**config.mk**
```make
export PLATFORM = sky130hd
export DESIGN_NAME = can_status_irq
export DESIGN_NICKNAME = d
export VERILOG_FILES = /design/src/logic/can_stat_pkg.sv /design/src/logic/can_status_irq.sv
export SDC_FILE = /design/constraint.sdc
export NUM_CORES = 1
export LEC_CHECK = 0
export BUFFER_PORTS_ARGS = -buffer_cell sky130_fd_sc_hd__buf_2
export CORE_UTILIZATION = 50
export DETAILED_ROUTE_END_ITERATION = 8
export GPL_TIMING_DRIVEN = 1
export MAX_ROUTING_LAYER = met4
export PLACE_DENSITY = 0.93
export SLEW_MARGIN = 20
export SYNTH_ARGS = -nofsm -noshare
export SYNTH_HDL_FRONTEND = slang
export SYNTH_SLANG_ARGS = --single-unit
```
**constraint.sdc**
```tcl
create_clock -name i_core_clk -period 4.9 [get_ports i_core_clk]
set_input_delay 0.98 -clock i_core_clk [delete_from_list [all_inputs] [get_ports i_core_clk]]
set_output_delay 0.98 -clock i_core_clk [all_outputs]
set_load 0.005 [all_outputs]
```
**src/logic/can_stat_pkg.sv**
```systemverilog
package can_stat_pkg;
  // ************************
  // register map
  // ************************
  localparam logic [7:0] CONTROL_OFS = 8'h00;
  localparam logic [7:0] FILTER_USE_OFS = 8'h04;
  localparam logic [7:0] STATUS_OFS = 8'h08;
  localparam logic [7:0] IFLAG_OFS = 8'h0c;
  localparam logic [7:0] IENABLE_OFS = 8'h10;
  localparam logic [7:0] ICLEAR_OFS = 8'h14;
  // ************************
  // field positions and counts
  // ************************
  localparam int CORE_EN_POS = 0;
  localparam int FBUSY_POS = 20;
  localparam int TXFULL_POS = 21;
  localparam int PBFULL_POS = 22;
  localparam int ESTATE_LO = 23;
  localparam int EWARN_POS = 25;
  localparam int BACTIVE_POS = 26;
  localparam int BQUIET_POS = 27;
  localparam int NORMAL_POS = 28;
  localparam int SLEEP_POS = 29;
  localparam int LOOPBACK_POS = 30;
  localparam int CONFIG_POS = 31;
  localparam int FLAG_LO = 20;
  localparam int NFLAGS = 12;
  localparam int RXDONE_IDX = 7;
  localparam int TXDONE_IDX = 10;
  localparam int MAX_FILTERS = 4;
  // ************************
  // values
  // ************************
  localparam logic [1:0] ES_CONFIG = 2'h0;
  localparam logic [1:0] ES_ACTIVE = 2'h1;
  localparam logic [1:0] ES_PASSIVE = 2'h3;
  localparam logic [1:0] ES_BUS_OFF = 2'h2;
  localparam logic [7:0] WARN_LEVEL = 8'h60;
  localparam logic [31:0] STATUS_RST = 32'h8000_0000;
  localparam logic [11:0] ENABLE_CLEAR_MASK = 12'hcaf;
  localparam logic [3:0] FILTER_USE_RST = 4'h0;

  typedef struct packed {
    logic arbitration_lost_event;
    logic transmit_done_event;
    logic tx_queue_full;
    logic priority_buffer_full;
    logic receive_done_event;
    logic receive_underflow_event;
    logic receive_overflow_event;
    logic receive_queue_nonempty;
    logic error_event;
    logic bus_off_event;
    logic sleep_entry_event;
    logic wake_event;
  } can_events_t;

  typedef struct packed {
    logic tx_queue_full;
    logic priority_buffer_full;
    logic [7:0] tx_err_count;
    logic [7:0] rx_err_count;
    logic bus_off;
    logic error_passive;
    logic frame_active;
    logic normal_mode;
    logic sleep_mode;
    logic loopback_mode;
  } engine_state_t;
endpackage : can_stat_pkg

```
**src/logic/can_status_irq.sv**
```systemverilog
`timescale 1ns/1ps
module can_status_irq #(
  parameter int NUM_FILTERS = 4
) (
  input wire logic i_core_clk,
  input wire logic i_rst_b,
  input wire logic i_wb_cyc,
  input wire logic i_wb_stb,
  input wire logic i_wb_we,
  input wire logic [7:0] i_wb_adr,
  input wire logic [3:0] i_wb_sel,
  input wire logic [31:0] i_wb_dat,
  output logic o_wb_ack,
  output logic [31:0] o_wb_dat,
  input wire can_stat_pkg::engine_state_t i_engine,
  input wire can_stat_pkg::can_events_t i_events,
  input wire logic i_filter_update_done,
  output logic o_filter_write_lock,
  output logic o_core_enable,
  output logic o_irq
);
  import can_stat_pkg::*;

  typedef struct packed {
    logic ack;
    logic [31:0] rdata;
    logic core_enable;
    logic [3:0] filter_use;
    logic filter_busy;
    logic [31:0] status;
    logic [11:0] flags;
    logic [11:0] enables;
    logic tx_done_pend;
    logic irq;
  } state_t;

  state_t cur;
  state_t next_s;

  localparam logic [3:0] FILTER_VALID =
    4'((5'h1 << NUM_FILTERS) - 5'h1);

  // ************************
  // helpers
  // ************************
  function automatic logic [31:0] byte_mask(input logic [3:0] sel);
    logic [31:0] m;
    m = 32'h0;
    for (int b = 0; b < 4; b++) begin
      m[b*8 +: 8] = {8{sel[b]}};
    end
    return m;
  endfunction : byte_mask

  function automatic logic [31:0] merge(input logic [31:0] old,
                                        input logic [31:0] nw,
                                        input logic [3:0] sel);
    logic [31:0] m;
    m = byte_mask(sel);
    return (old & ~m) | (nw & m);
  endfunction : merge

  // ************************
  // next state
  // ************************
  logic req;
  logic wr;
  logic [31:0] wmask;
  logic [31:0] ctrl_new;
  logic [31:0] fuse_new;
  logic [31:0] ien_new;
  logic [11:0] set_v;
  logic [11:0] clr_v;
  logic in_cfg;
  logic [31:0] st;

  always_comb begin
    req = i_wb_cyc && i_wb_stb && !cur.ack;
    wr = req && i_wb_we;
    wmask = byte_mask(i_wb_sel);
    ctrl_new = merge({31'h0, cur.core_enable}, i_wb_dat, i_wb_sel);
    fuse_new = merge({28'h0, cur.filter_use}, i_wb_dat, i_wb_sel);
    ien_new = merge({cur.enables, 20'h0}, i_wb_dat, i_wb_sel);
    next_s = cur;
    next_s.ack = req;
    next_s.rdata = 32'h0;

    // register writes
    if (wr && i_wb_adr == CONTROL_OFS) begin
      next_s.core_enable = ctrl_new[CORE_EN_POS];
    end
    if (wr && i_wb_adr == FILTER_USE_OFS) begin
      next_s.filter_use = fuse_new[3:0] & FILTER_VALID;
    end
    if (wr && i_wb_adr == IENABLE_OFS) begin
      next_s.enables = ien_new[31:FLAG_LO];
    end

    if (i_filter_update_done) begin
      next_s.filter_busy = 1'b0;
    end
    if (NUM_FILTERS != 0 && wr && i_wb_adr == FILTER_USE_OFS &&
        |(~fuse_new[3:0] & FILTER_VALID)) begin
      next_s.filter_busy = 1'b1;
    end
    if (NUM_FILTERS == 0) begin
      next_s.filter_busy = 1'b0;
    end

    set_v = i_events;
    next_s.tx_done_pend = 1'b0;
    if (cur.tx_done_pend) begin
      set_v[TXDONE_IDX] = 1'b1;
    end
    if (i_engine.loopback_mode && i_events.transmit_done_event &&
        !(cur.flags[RXDONE_IDX] || i_events.receive_done_event)) begin
      set_v[TXDONE_IDX] = cur.tx_done_pend;
      next_s.tx_done_pend = 1'b1;
    end else if (i_engine.loopback_mode &&
                 i_events.transmit_done_event &&
                 i_events.receive_done_event) begin
      set_v[TXDONE_IDX] = cur.tx_done_pend;
      next_s.tx_done_pend = 1'b1;
    end

    clr_v = 12'h0;
    if (wr && i_wb_adr == ICLEAR_OFS) begin
      clr_v = i_wb_dat[31:FLAG_LO] & wmask[31:FLAG_LO];
    end
    if (wr && i_wb_adr == CONTROL_OFS && !ctrl_new[CORE_EN_POS]) begin
      clr_v = clr_v | ENABLE_CLEAR_MASK;
    end
    next_s.flags = (cur.flags & ~clr_v) | set_v;

    next_s.irq = |(next_s.flags & next_s.enables);

    in_cfg = !next_s.core_enable;
    st = 32'h0;
    st[FBUSY_POS] = next_s.filter_busy;
    st[TXFULL_POS] = i_engine.tx_queue_full;
    st[PBFULL_POS] = i_engine.priority_buffer_full;
    if (in_cfg) begin
      st[ESTATE_LO +: 2] = ES_CONFIG;
    end else if (i_engine.bus_off) begin
      st[ESTATE_LO +: 2] = ES_BUS_OFF;
    end else if (i_engine.error_passive) begin
      st[ESTATE_LO +: 2] = ES_PASSIVE;
    end else begin
      st[ESTATE_LO +: 2] = ES_ACTIVE;
    end
    st[EWARN_POS] = (i_engine.tx_err_count >= WARN_LEVEL) ||
                    (i_engine.rx_err_count >= WARN_LEVEL);
    st[BACTIVE_POS] = !in_cfg && i_engine.frame_active;
    st[BQUIET_POS] = !in_cfg && !i_engine.frame_active;
    st[NORMAL_POS] = !in_cfg && i_engine.normal_mode;
    st[SLEEP_POS] = !in_cfg && i_engine.sleep_mode;
    st[LOOPBACK_POS] = !in_cfg && i_engine.loopback_mode;
    st[CONFIG_POS] = in_cfg;
    next_s.status = st;

    // read mux, no side effects
    if (req && !i_wb_we) begin
      case (i_wb_adr)
        CONTROL_OFS: next_s.rdata = {31'h0, cur.core_enable};
        FILTER_USE_OFS: next_s.rdata = {28'h0, cur.filter_use};
        STATUS_OFS: next_s.rdata = cur.status;
        IFLAG_OFS: next_s.rdata = {cur.flags, 20'h0};
        IENABLE_OFS: next_s.rdata = {cur.enables, 20'h0};
        default: next_s.rdata = 32'h0;
      endcase
    end
  end

  // ************************
  // state register
  // ************************
  always_ff @(posedge i_core_clk) begin
    if (!i_rst_b) begin
      cur <= '0;
      cur.status <= STATUS_RST;
      cur.filter_use <= FILTER_USE_RST;
    end else begin
      cur <= next_s;
    end
  end

  assign o_wb_ack = cur.ack;
  assign o_wb_dat = cur.rdata;
  assign o_filter_write_lock = cur.filter_busy;
  assign o_core_enable = cur.core_enable;
  assign o_irq = cur.irq;
endmodule : can_status_irq

```
==> impl_metrics.yaml <==
sta:
  fmax_mhz: 278.3
  setup_slack_ns: 1.307
  hold_violations: 0
  slew_violations: 0
  max_slew_margin_pct: 42.35
  fin_tns_setup_ns: 0
  period_share_pct: 73.33
  fin_skew_ns: 0.007446
  worst_pin_slew_ns: 0.8568
  fin_hold_ws_ns: 0.4829
  setup_viol: 0
  period_needed_ns: 3.593
  rsz0062_at_grt: "false"
route:
  routed_wl_um: 5753
  drtIter0Drc: 79
  drc: 0
  vias: 2058
  drt-pass1-iter-count: 4
  ant_nets: 0
  vias_per_cell: 5.020
  avgRoutedWirePerCell_um: 14.03
floorplan:
  dieArea_mm2: 0.005683
  start_util_pct: 52.39
  io_pins: 122
  rows: 26
  fp.dieW_um: 75.39
  fp.dieH_um: 75.39
  coreArea_mm2: 0.005140
critical_path:
  worst_setup_path_end_kind: "flip-flop"
  reg2reg_slack_ns: 2.30
  critPathLaunchType: "input port"
  cp.required_ns: 5.11
  crit_fanout: 14
  worst-setup-path-type: "input port to flip-flop"
  critPathArrivalTime_ns: 3.80
  reg2regPathDepth: 6
pwr:
  p_leak_nw: 1.455
  p_per_area_mw_per_mm2: 314.4
  ir_drop_uv: 183.9
  p_total_w: 0.0009824
clocking:
  cts_hold_buf: 0
  worstSkewPairLatency_ns: 0.33
  clkSinkCount: 60
  htreeDepth: 3
  cts_buffers: 9
  path_clk_slew_ns: 0.06
  cts-root-buf: "clkbuf_8"
  post_cts_resized: 0
  clockBufferDepth: 2
  cts_tree: "yes"
  cts_setup_buffers: 0
cells_and_area:
  layout-drive-gt1-share_pct: 32.94
  syn2layout_area_growth_pct: 16.03
  final_net_count: 422
  final_cells: 410
  antenna_cells: 0
job:
  cap_violations: 0
placement:
  dp_cells: 395
  place_hpwl_um: 4144
  portBuffers: 78
  place_congestion: 0.8602
  pre_cts_slack_ns: 0.9516
global_route:
  grt_antenna_before_repair: 0
  grt_max_degree: 37
  globalRouteOverflowTotal: 0
  grtUsageTotal_pct: 23.75
  grt_pass1_wl_um: 9390
  grt_pass1_vias: 2031
logic_synthesis:
  synth_area_leader_cell: "dfxtp_1"
  syn_avg_cell_area_um2: 9.756
  synth_cells: 276
  synth.ff_latch_count: 60
  synth.distinct_cells: 47
  yosysWarnings: 0
  synth_area_leaders: "dfxtp_1 (45%), buf_4 (8.9%), mux2i_1 (5.9%)"
  ys.flop_type: "dfxtp_1"
  ys_seq_area_share_pct: 44.61
  netlist.area_leader.share_pct: 44.61
  async_flop_share_pct: 0
  synth-edff-count: 0
  syn_area_mm2: 0.002693
hold_path:
  hold_depth: 1
  hold_class: "flip-flop to flip-flop"
outcome:
  status: "completed"
## sequential cells by signal, summed over array words and instances (netlist names)
register       cells
o_wb_ack           1
o_wb_dat          16
cur               41
o_core_enable      1
o_irq              1
## routing by layer
layer / vias to the layer above / track usage [%] / wire length [µm]
met5: - / - / 0
met4: 0 / 12.96 / 99
li1: 1035 / - / -
met2: 74 / 38.10 / 2835
met3: 7 / 6.614 / 353
met1: 942 / 26.84 / 2464
## worst max-delay path: stages
cell,delay (ns)
buf_2,0.30
or4b_2,0.71
nor4_2,0.74
a21boi_0,0.26
o21bai_1,0.23
nand4_1,0.14
o41a_1,0.45
## final timing paths
path | endpoint | from
max reg2reg | o_irq | o_wb_ack
min | o_wb_dat[2] | cur[61]
min reg2reg | o_wb_dat[2] | cur[61]
max | o_irq | i_wb_adr[2]
## cell families after synthesis
logic type / count (synthesis) / share of synthesized area (%)
simple gates: 82 / 17.61
buf+inv: 53 / 12.17
flops: 60 / 44.61
compound gates: 51 / 13.94
other cells: 1 / 0.1393
mux: 29 / 11.52
## power breakdown
| group | leakage (nW) | switching (W) | internal, W |
|---|---|---|---|
| combinational | 0.868 | 0.0000337 | 0.0000357 |
| sequential | 0.488 | 0.00000372 | 0.000497 |
| clock | 0.0986 | 0.000177 | 0.000235 |
| total | 1.46 | 0.000214 | 0.000768 |
## through the flow
stage          util, %  area [µm²]
2_1_floorplan        -        2749
3_3_place_gp     57.13        2937
3_5_place_dp     57.13        2937
4_1_cts          60.78        3124
5_1_grt          60.78        3124
6_report         60.78        3124
## cell type report
| cell class | instances | area [µm²] |
|---|---|---|
| Fill cell | 447 | 2016 |
| Multi-Input combinational cell | 178 | 1220 |
| Clock inverter | 1 | 5.005 |
| Tap cell | 70 | 87.58 |
| Inverter | 8 | 30.03 |
| Sequential cell | 60 | 1201 |
| Timing Repair Buffer | 79 | 397.9 |
| Clock buffer | 14 | 182.7 |
## Yosys cell counts (2+ instances only)
master / instances
dfxtp_1: 60
buf_4: 32
nor2_1: 21
nor2b_1: 20
mux2i_1: 16
a22oi_1: 12
mux2_2: 12
clkbuf_1: 11
and2_1: 10
inv_1: 8
nand2_1: 8
o21a_1: 7
o21bai_1: 6
a21boi_0: 5
a31oi_1: 5
a211oi_1: 3
o22ai_1: 3
or4_1: 3
a21oi_1: 2
nand3_1: 2
nand4_1: 2
nor4_1: 2
o2111ai_1: 2
## cell usage in the layout (no fill, tap or decap), types with 5 or more instances in the layout
cell	n
clkbuf_8	13
mux2i_1	16
and2_1	10
inv_1	8
buf_2	78
a31oi_1	5
conb_1	16
o21bai_1	6
nor2b_1	20
nor2_1	21
a22oi_1	12
dfxtp_1	60
o21a_1	7
nand2_1	8
mux2_2	12
a21boi_0	5
(Power assumes the default switching activity.)
